$ cat src/smst_pkg.sv
package smst_pkg;

  localparam int unsigned SMST_DATA_W      = 8;
  localparam logic [3:0]  SMST_LAST_BIT    = 4'h7;
  localparam int unsigned SMST_PIN_W       = 5;
  // pin vector order: x2 clock, miso, sclk, mosi, select (active low)
  localparam int unsigned SMST_PIN_X2      = 4;
  localparam int unsigned SMST_PIN_MISO    = 3;
  localparam int unsigned SMST_PIN_SCLK    = 2;
  localparam int unsigned SMST_PIN_MOSI    = 1;
  localparam int unsigned SMST_PIN_SS_N    = 0;
  localparam logic [4:0]  SMST_PIN_RST     = 5'h01;
  // mode bit 1 is clock polarity, mode bit 0 is clock phase
  localparam int unsigned SMST_MODE_CPOL   = 1;
  localparam int unsigned SMST_MODE_CPHA   = 0;
  localparam logic [7:0]  SMST_BYTE_RST    = 8'h00;

  typedef struct packed {
    logic       enable;
    logic       slave;
    logic [1:0] mode;
    logic       lsb_first;
    logic       int_en;
    logic       irq_on_complete;
  } smst_cfg_t;

  typedef struct packed {
    logic overrun;
    logic complete;
    logic rx_full;
    logic tx_empty;
  } smst_status_t;

  localparam smst_status_t SMST_STATUS_RST = '{overrun: 1'b0, complete: 1'b0,
                                               rx_full: 1'b0, tx_empty: 1'b1};

  typedef enum logic [0:0] {
    SMST_IDLE,
    SMST_RUN
  } smst_eng_t;

  function automatic logic [7:0] smst_shift_in(input logic [7:0] sh,
                                              input logic       bit_in,
                                              input logic       lsb_first);
    smst_shift_in = lsb_first ? {bit_in, sh[7:1]} : {sh[6:0], bit_in};
  endfunction

  function automatic logic smst_out_bit(input logic [7:0] sh,
                                        input logic       lsb_first);
    smst_out_bit = lsb_first ? sh[0] : sh[7];
  endfunction

endpackage

$ cat src/smst_top.sv
`timescale 1ns/1ps
// Overview of operation
// - master idle: a transmit buffer write starts a new byte transfer
// - empty shifter takes the pending transmit byte
// - after eight bits, byte goes to receive buffer and next byte loads
// - one shifter: one bit out for every bit in
// - all four polarity and phase modes, master and slave
// - master halves the double-rate input clock into a 50% bit clock
// - master drives data out and no slave select
// - master interrupt on transmit empty after the first buffer write, or on complete with irq_on_complete set
// - slave interrupt on receive full, or on complete with irq_on_complete set
// - status read clears all flags but transmit empty and receive full
// - buffer write clears transmit empty; buffer read clears receive full
// - only the matching access clears status; set status holds interrupt
// - slave takes data and bit clock from the outside master
// - slave select comes from a pin; may stay low in all four modes
// - select never gates slave output; output holds next first bit
// - slave buffer moves follow the master's clock edges
module smst_top
  import smst_pkg::*;
(
  input  wire logic         i_clk,
  input  wire logic         i_sys_rst,
  input  wire smst_cfg_t    i_cfg,
  input  wire logic         i_tx_wr,
  input  wire logic [7:0]   i_tx_data,
  input  wire logic         i_rx_rd,
  input  wire logic         i_status_rd,
  input  wire logic         i_bitclk_x2,
  input  wire logic         i_miso,
  input  wire logic         i_sclk,
  input  wire logic         i_mosi,
  input  wire logic         i_ss_n,
  output logic              o_mosi,
  output logic              o_sclk,
  output logic              o_miso,
  output logic [7:0]        o_rx_data,
  output smst_status_t      o_status,
  output logic              o_irq,
  output logic              o_busy
);

  logic [SMST_PIN_W-1:0] pins_s;
  logic                  x2_prev_q;
  logic                  sclk_prev_q;
  logic                  tick;
  logic                  s_rise;
  logic                  s_fall;
  logic                  slave_edges_ok;
  logic                  lead_m;
  logic                  trail_m;
  logic                  m_sclk;
  logic                  lead;
  logic                  trail;
  logic                  cpha;
  logic                  cpol;
  logic                  sample_ev;
  logic                  shift_ev;
  logic                  din;
  logic                  byte_done;
  logic                  load_idle;
  logic [7:0]            rx_next;
  logic [7:0]            sh_q;
  logic                  sh_empty_q;
  logic [3:0]            cnt_q;
  logic                  s_bit_q;
  logic [7:0]            txb_q;
  logic [7:0]            rxb_q;
  logic                  primed_q;
  smst_status_t          st_q;
  smst_eng_t             eng_q;
  logic                  m_run;
  logic                  irq_src;
  logic                  mosi_q;
  logic                  miso_q;
  logic                  sclk_q;
  logic                  irq_q;
  logic                  busy_q;

  smst_sync #(
    .WIDTH   (SMST_PIN_W),
    .RST_VAL (SMST_PIN_RST)
  ) u_sync (
    .i_clk     (i_clk),
    .i_sys_rst (i_sys_rst),
    .i_async   ({i_bitclk_x2, i_miso, i_sclk, i_mosi, i_ss_n}),
    .o_sync    (pins_s)
  );

  assign cpol = i_cfg.mode[SMST_MODE_CPOL];
  assign cpha = i_cfg.mode[SMST_MODE_CPHA];

  always_ff @(posedge i_clk or posedge i_sys_rst) begin
    if (i_sys_rst) begin
      x2_prev_q   <= 1'b0;
      sclk_prev_q <= 1'b0;
    end else begin
      x2_prev_q   <= pins_s[SMST_PIN_X2];
      sclk_prev_q <= pins_s[SMST_PIN_SCLK];
    end
  end

  assign tick   = pins_s[SMST_PIN_X2] && !x2_prev_q;
  assign s_rise = pins_s[SMST_PIN_SCLK] && !sclk_prev_q;
  assign s_fall = !pins_s[SMST_PIN_SCLK] && sclk_prev_q;
  // select only masks edges; it never resets the shifter or the output
  assign slave_edges_ok = i_cfg.enable && i_cfg.slave && !pins_s[SMST_PIN_SS_N];

  // master bit clock: one toggle per rising edge of the double-rate input
  smst_clkdiv u_div (
    .i_clk     (i_clk),
    .i_sys_rst (i_sys_rst),
    .i_enable  (i_cfg.enable && !i_cfg.slave),
    .i_tick    (tick),
    .i_run     (m_run),
    .i_cpol    (cpol),
    .o_sclk    (m_sclk),
    .o_lead    (lead_m),
    .o_trail   (trail_m)
  );

  // leading edge leaves the idle level; phase picks the sampling edge
  always_comb begin
    if (i_cfg.slave) begin
      lead  = slave_edges_ok && (cpol ? s_fall : s_rise);
      trail = slave_edges_ok && (cpol ? s_rise : s_fall);
      din   = pins_s[SMST_PIN_MOSI];
    end else begin
      lead  = lead_m && i_cfg.enable;
      trail = trail_m && i_cfg.enable;
      din   = pins_s[SMST_PIN_MISO];
    end
  end

  assign sample_ev = cpha ? trail : lead;
  assign shift_ev  = cpha ? lead : trail;
  assign byte_done = sample_ev && (cnt_q == SMST_LAST_BIT);
  assign rx_next   = smst_shift_in(sh_q, din, i_cfg.lsb_first);
  assign load_idle = i_cfg.enable && sh_empty_q && !st_q.tx_empty && (cnt_q == 4'h0)
                     && !sample_ev;

  // slave edges come from the master's clock, so buffer moves follow them
  always_ff @(posedge i_clk or posedge i_sys_rst) begin
    if (i_sys_rst) begin
      sh_q       <= SMST_BYTE_RST;
      sh_empty_q <= 1'b1;
      cnt_q      <= 4'h0;
      s_bit_q    <= 1'b0;
    end else if (!i_cfg.enable) begin
      cnt_q <= 4'h0;
    end else if (byte_done) begin
      cnt_q <= 4'h0;
      if (!st_q.tx_empty) begin
        sh_q       <= txb_q;
        sh_empty_q <= 1'b0;
      end else begin
        sh_q       <= rx_next;
        sh_empty_q <= 1'b1;
      end
    end else if (sample_ev) begin
      s_bit_q <= din;
      cnt_q   <= cnt_q + 4'h1;
    end else if (shift_ev && (cnt_q != 4'h0)) begin
      sh_q <= smst_shift_in(sh_q, s_bit_q, i_cfg.lsb_first);
    end else if (load_idle) begin
      sh_q       <= txb_q;
      sh_empty_q <= 1'b0;
    end
  end

  // a write in the same cycle as a move keeps the buffer marked full
  always_ff @(posedge i_clk or posedge i_sys_rst) begin
    if (i_sys_rst) begin
      txb_q          <= SMST_BYTE_RST;
      st_q.tx_empty  <= SMST_STATUS_RST.tx_empty;
      primed_q       <= 1'b0;
    end else if (i_tx_wr) begin
      txb_q         <= i_tx_data;
      st_q.tx_empty <= 1'b0;
      primed_q      <= 1'b1;
    end else if ((byte_done && !st_q.tx_empty) || load_idle) begin
      st_q.tx_empty <= 1'b1;
    end
  end

  always_ff @(posedge i_clk or posedge i_sys_rst) begin
    if (i_sys_rst) begin
      rxb_q        <= SMST_BYTE_RST;
      st_q.rx_full <= SMST_STATUS_RST.rx_full;
    end else if (byte_done) begin
      rxb_q        <= rx_next;
      st_q.rx_full <= 1'b1;
    end else if (i_rx_rd) begin
      st_q.rx_full <= 1'b0;
    end
  end

  // on overrun the new byte overwrites the old one; firmware reads the flag as lost data
  always_ff @(posedge i_clk or posedge i_sys_rst) begin
    if (i_sys_rst) begin
      st_q.complete <= SMST_STATUS_RST.complete;
      st_q.overrun  <= SMST_STATUS_RST.overrun;
    end else begin
      if (byte_done) begin
        st_q.complete <= 1'b1;
      end else if (i_status_rd) begin
        st_q.complete <= 1'b0;
      end
      if (byte_done && st_q.rx_full && !i_rx_rd) begin
        st_q.overrun <= 1'b1;
      end else if (i_status_rd) begin
        st_q.overrun <= 1'b0;
      end
    end
  end

  assign m_run = (eng_q == SMST_RUN);

  always_ff @(posedge i_clk or posedge i_sys_rst) begin
    if (i_sys_rst) begin
      eng_q <= SMST_IDLE;
    end else if (!i_cfg.enable || i_cfg.slave) begin
      eng_q <= SMST_IDLE;
    end else begin
      case (eng_q)
        SMST_IDLE: begin
          if (!sh_empty_q) begin
            eng_q <= SMST_RUN;
          end
        end
        SMST_RUN: begin
          if (byte_done && st_q.tx_empty) begin
            eng_q <= SMST_IDLE;
          end
        end
        default: begin
          eng_q <= SMST_IDLE;
        end
      endcase
    end
  end

  // no select output exists; a general pin under firmware does that job
  always_ff @(posedge i_clk or posedge i_sys_rst) begin
    if (i_sys_rst) begin
      mosi_q <= 1'b0;
      miso_q <= 1'b0;
      sclk_q <= 1'b0;
      busy_q <= 1'b0;
    end else begin
      mosi_q <= !i_cfg.slave && smst_out_bit(sh_q, i_cfg.lsb_first);
      miso_q <= i_cfg.slave && smst_out_bit(sh_q, i_cfg.lsb_first);
      sclk_q <= i_cfg.slave ? cpol : m_sclk;
      busy_q <= m_run || (cnt_q != 4'h0);
    end
  end

  // level interrupt: it stays up until the source flag is cleared
  always_comb begin
    if (i_cfg.irq_on_complete) begin
      irq_src = st_q.complete;
    end else if (i_cfg.slave) begin
      irq_src = st_q.rx_full;
    end else begin
      irq_src = st_q.tx_empty && primed_q;
    end
  end

  always_ff @(posedge i_clk or posedge i_sys_rst) begin
    if (i_sys_rst) begin
      irq_q <= 1'b0;
    end else begin
      irq_q <= i_cfg.enable && i_cfg.int_en && irq_src;
    end
  end

  assign o_mosi    = mosi_q;
  assign o_miso    = miso_q;
  assign o_sclk    = sclk_q;
  assign o_rx_data = rxb_q;
  assign o_status  = st_q;
  assign o_irq     = irq_q;
  assign o_busy    = busy_q;
endmodule

$ cat src/smst_sync.sv
`timescale 1ns/1ps
module smst_sync
  import smst_pkg::*;
#(
  parameter int unsigned      WIDTH   = 1,
  parameter logic [WIDTH-1:0] RST_VAL = '0
) (
  input  wire logic             i_clk,
  input  wire logic             i_sys_rst,
  input  wire logic [WIDTH-1:0] i_async,
  output logic      [WIDTH-1:0] o_sync
);

  logic [WIDTH-1:0] s1_q;
  logic [WIDTH-1:0] s2_q;
  logic [WIDTH-1:0] s3_q;
  logic [WIDTH-1:0] out_q;

  initial begin
    if (WIDTH < 1) $error("smst_sync width must be at least one");
  end

  always_ff @(posedge i_clk or posedge i_sys_rst) begin
    if (i_sys_rst) begin
      s1_q <= RST_VAL;
      s2_q <= RST_VAL;
      s3_q <= RST_VAL;
    end else begin
      s1_q <= i_async;
      s2_q <= s1_q;
      s3_q <= s2_q;
    end
  end

  // a bit moves only once stages two and three agree
  always_ff @(posedge i_clk or posedge i_sys_rst) begin
    if (i_sys_rst) begin
      out_q <= RST_VAL;
    end else begin
      out_q <= (~(s2_q ^ s3_q) & s3_q) | ((s2_q ^ s3_q) & out_q);
    end
  end

  assign o_sync = out_q;

endmodule

$ cat src/smst_clkdiv.sv
`timescale 1ns/1ps
module smst_clkdiv
  import smst_pkg::*;
(
  input  wire logic i_clk,
  input  wire logic i_sys_rst,
  input  wire logic i_enable,
  input  wire logic i_tick,
  input  wire logic i_run,
  input  wire logic i_cpol,
  output logic      o_sclk,
  output logic      o_lead,
  output logic      o_trail
);

  logic sclk_q;
  logic lead_q;
  logic trail_q;
  logic step;

  // an unfinished half period always completes, so the line parks at idle
  assign step = i_tick && (i_run || (sclk_q != i_cpol));

  always_ff @(posedge i_clk or posedge i_sys_rst) begin
    if (i_sys_rst) begin
      sclk_q  <= 1'b0;
      lead_q  <= 1'b0;
      trail_q <= 1'b0;
    end else if (!i_enable) begin
      sclk_q  <= i_cpol;
      lead_q  <= 1'b0;
      trail_q <= 1'b0;
    end else begin
      sclk_q  <= step ? ~sclk_q : sclk_q;
      lead_q  <= step && (sclk_q == i_cpol);
      trail_q <= step && (sclk_q != i_cpol);
    end
  end

  assign o_sclk  = sclk_q;
  assign o_lead  = lead_q;
  assign o_trail = trail_q;

endmodule

$ cat config.mk
export PLATFORM = sky130hd
export DESIGN_NAME = smst_top
export DESIGN_NICKNAME = d
export VERILOG_FILES = /design/src/smst_pkg.sv /design/src/smst_top.sv /design/src/smst_sync.sv /design/src/smst_clkdiv.sv
export SDC_FILE = /design/constraint.sdc
export NUM_CORES = 1
export LEC_CHECK = 0
export BUFFER_PORTS_ARGS = -buffer_cell sky130_fd_sc_hd__buf_2
export CORE_MARGIN = 2
export CORE_UTILIZATION = 60
export CTS_BUF_LIST = sky130_fd_sc_hd__clkbuf_2
export DETAILED_ROUTE_END_ITERATION = 12
export GPL_TIMING_DRIVEN = 0
export PLACE_DENSITY_LB_ADDON = 0.08
export SETUP_SLACK_MARGIN = 0.5
export SKIP_LAST_GASP = 1
export SLEW_MARGIN = 15
export SYNTH_ARGS = -nofsm -noshare
export SYNTH_HDL_FRONTEND = slang
export SYNTH_HIERARCHICAL = 1
export SYNTH_SLANG_ARGS = --single-unit
$ cat constraint.sdc
create_clock -name i_clk -period 5.8 [get_ports i_clk]
set_clock_uncertainty 0.15 [all_clocks]
set_input_delay 0.29 -clock i_clk [delete_from_list [all_inputs] [get_ports i_clk]]
set_output_delay 0.29 -clock i_clk [all_outputs]
set_load 0.1 [all_outputs]
==> run metrics <==
status=finished clean; Total Die Area=0.00522 sq mm; DR vias=2042; crit path kind=input port to flop; Area Growth Syn to Fin=23.5%; Sink Count=66; Yosys warnings=6; Root Buffer=clkbuf_2; RSZ-0062 raised after global routing=false; Placed Area=0.00308 sq mm; TritonCTS buffer count=9; Mapped Avg Cell Area=11.8 sq um; GPL Wtd Cong=0.850; Reg clk slew, reported paths=between 0.15 and 0.2 ns; post-DR vias/cell=5.55; Worst IR Drop VDD=0.000227 V; num rows=24; Synth area leader=dfrtp_1; LEAKAGE=between 1.5 and 2 nW; clock tree buffer depth=2; Synth Cell Area=0.00280 sq mm; slew margin rel.=0.521; initial antenna violation count=0; fin. max-slew vios=0; Total GRT Usage=0.244; Yosys top cell area share=0.537; port buffer count=39; hpwl dp=3620 microns; largest net degree at the start of global routing=33; initial drt markers=87; max-cap violations=0; Post-synth ARST share=1.00; Worst setup EP type=flop; grt ovf=0; slack of the critical path=between 2 and 3 ns; clk_lat worst skew=0.50 ns; pwr dens=307 mW/mm^2; min-delay worst type=input port to asynchronous set/reset pin; # fillers=286; Setup WS pre-CTS=3.31 ns; post-layout utilization of the core=0.782; EDFF count, synth=0; Avg WL per Cell=around 15 microns; Die W=72.3 microns; Detailed Route WL=5500 microns; Arrival @ worst endpoint=3.27 ns; 1st-pass router iterations=6; setup_tns=0 ns; Core Box Area=between 0.004 and 0.005 sq mm; max frequency=approximately 0.34 GHz; final critical-path share of the clock period=0.513; H-tree depth=3; Cells after Synth=~240; global-route wire length before repair=9470 microns; setup violators final=0; Data required, critical path=just over 6 ns; CTS tree=built; Antenna Cells=0; syn_nets=264; Final #Nets=338; post-synthesis sequential area ratio=0.594; Yosys cell types=46; total power=1.06 mW; Synth area leaders=dfrtp_1 (54%), dfstp_2 (5.6%), mux2_2 (4.0%), mux2i_1 (2.9%), nand2_1 (2.8%); most common flop cell mapped by yosys=dfrtp_1; vias in the first global route=~2100; layout cells sized above 1=0.282; critical path startpoint category=input port; IO Pins=42; final instance area=0.00345 sq mm; Crit Path Max Fanout=10; Post-DRT Antenna Nets=0; final worst path period need=2.98 ns; Final Hold Fails=0; Post-route DRC=0; Initial Util=0.633; die height=72.3 microns; Seq cells post-synth=66; Worst Tran Pin Value=0.699 ns
critical path, stage by stage:
cell           delay, ns
dlygate4sd3_1       0.55
buf_2               0.23
and3b_1             0.20
o21ai_1             0.10
a32oi_1             0.52
nand2_1             0.32
clkbuf_1            0.28
o22ai_1             0.19
dlygate4sd3_1       0.58
routing by layer:
metal	global-route usage	vias to the layer above	part of all wire	routed length, microns
li1	-	995	-	-
met1	0.326	981	0.47	2560
met2	0.375	57	0.47	2600
met3	0.0917	9	0.051	278
met4	0.0734	0	0.011	59
met5	0	-	0	0
registers in the layout, indices dropped and copies added, names as in the netlist, 4 cells and up, named ones only:
signal,flops
o_rx_data,8
u_sync/s3_q,5
u_sync/s2_q,5
o_status,4
cnt_q,4
sh_q,8
txb_q,8
u_sync/s1_q,5
timing repair:
item | in CTS | in global routing
hold endpoints to repair | 86 | 0
hold buffers | 23 | 0
setup buffers | 0 | 0
setup endpoints to repair | 0 | 0
gates resized for setup | 0 | 0
cell type report:
| cell class | count | area (sq um) | area share |
|---|---|---|---|
| Inverter | 9 | 33.8 | 0.00979 |
| Buffer | 9 | 55.1 | 0.0160 |
| Sequential cell | 66 | 1660 | 0.481 |
| Tap cell | 52 | 65.1 | 0.0189 |
| Timing Repair Buffer | 63 | 445 | 0.129 |
| Clock inverter | 7 | 100 | 0.0290 |
| Multi-Input combinational cell | 153 | 1050 | 0.303 |
| Clock buffer | 9 | 45.0 | 0.0131 |
through the flow:
stage | instances | hold slack (ns)
floorplan | 237 | -0.106
global placement | 328 | 0.0311
detailed placement | 329 | 0.0428
CTS | 368 | 0.0124
global route | 368 | 0.0189
finish | 368 | 0.0539
cells in the final DEF, fill, tap and decap left out, types with 3 or more instances in the layout:
cell type | synthesis | routed
nor2_1 | 7 | 7
clkbuf_2 | 0 | 9
nand2_1 | 21 | 21
a211oi_1 | 3 | 3
nor3_1 | 9 | 9
nor2b_1 | 4 | 4
o21a_1 | 6 | 6
dlygate4sd3_1 | 0 | 23
and3b_1 | 4 | 4
nand2b_1 | 3 | 3
mux2_2 | 10 | 10
a21oi_1 | 7 | 7
and2_1 | 5 | 5
dfrtp_1 | 60 | 60
nand3_1 | 10 | 10
o21ai_0 | 15 | 15
inv_1 | 9 | 8
dfstp_2 | 6 | 6
maj3_2 | 5 | 5
o31ai_1 | 6 | 6
buf_2 | 2 | 41
mux2i_1 | 8 | 8
synth_stat cells (2+ instances only):
cell and n:
nor3_1 9, inv_1 9, and3b_1 4, a21oi_1 7
nor2b_1 4, a22o_1 2, mux2_2 10, o21ai_1 2
o21a_1 6, buf_2 2, clkbuf_1 2, dfstp_2 6
nand3_1 10, buf_6 2, a32oi_1 2, maj3_2 5
buf_1 2, o31ai_1 6, nand2b_1 3, and2_1 5
o22ai_1 2, o21ai_0 15, mux2i_1 8, a211oi_1 3
o31ai_2 2, dfrtp_1 60, ha_1 2, nand2_1 21
nor2_1 7, xnor2_1 2, nor3b_1 2
final timing paths:
path,start,to,slack [ns],cells after the start
hold / removal,i_sys_rst,u_div/o_lead$_DFF_PP0_,0.05,3
max in group asynchronous,i_sys_rst,u_sync/s3_q[1]$_DFF_PP0_,4.75,3
setup reg to reg,flop,o_status[3]$_DFFE_PP0P_,2.83,7
hold reg to reg,u_sync/s1_q[0]$_DFF_PP1_,u_sync/s2_q[0]$_DFF_PP1_,0.22,0
min in group i_clk,i_tx_wr,o_status[0]$_DFFE_PP1P_,0.07,2
setup / recovery,i_cfg[5],o_status[3]$_DFFE_PP0P_,2.82,9
kinds of logic after synthesis:
group / count (synthesis) / synth area share
flops: 66 / 0.594
buf+inv: 18 / 0.0318
compound gates: 53 / 0.130
xor+xnor: 2 / 0.00627
fa+ha+maj: 7 / 0.0291
simple gates: 73 / 0.140
mux: 18 / 0.0689
report_power, final:
group	total, mW	leakage [nW]	switching [mW]	internal, mW
Sequential	0.544	0.814	0.0339	0.510
Clock	0.318	0.0869	0.171	0.147
Combinational	0.199	0.724	0.121	0.0784
Total	1.06	1.62	0.326	0.735
No activity file was read; power rests on OpenSTA's default activity.
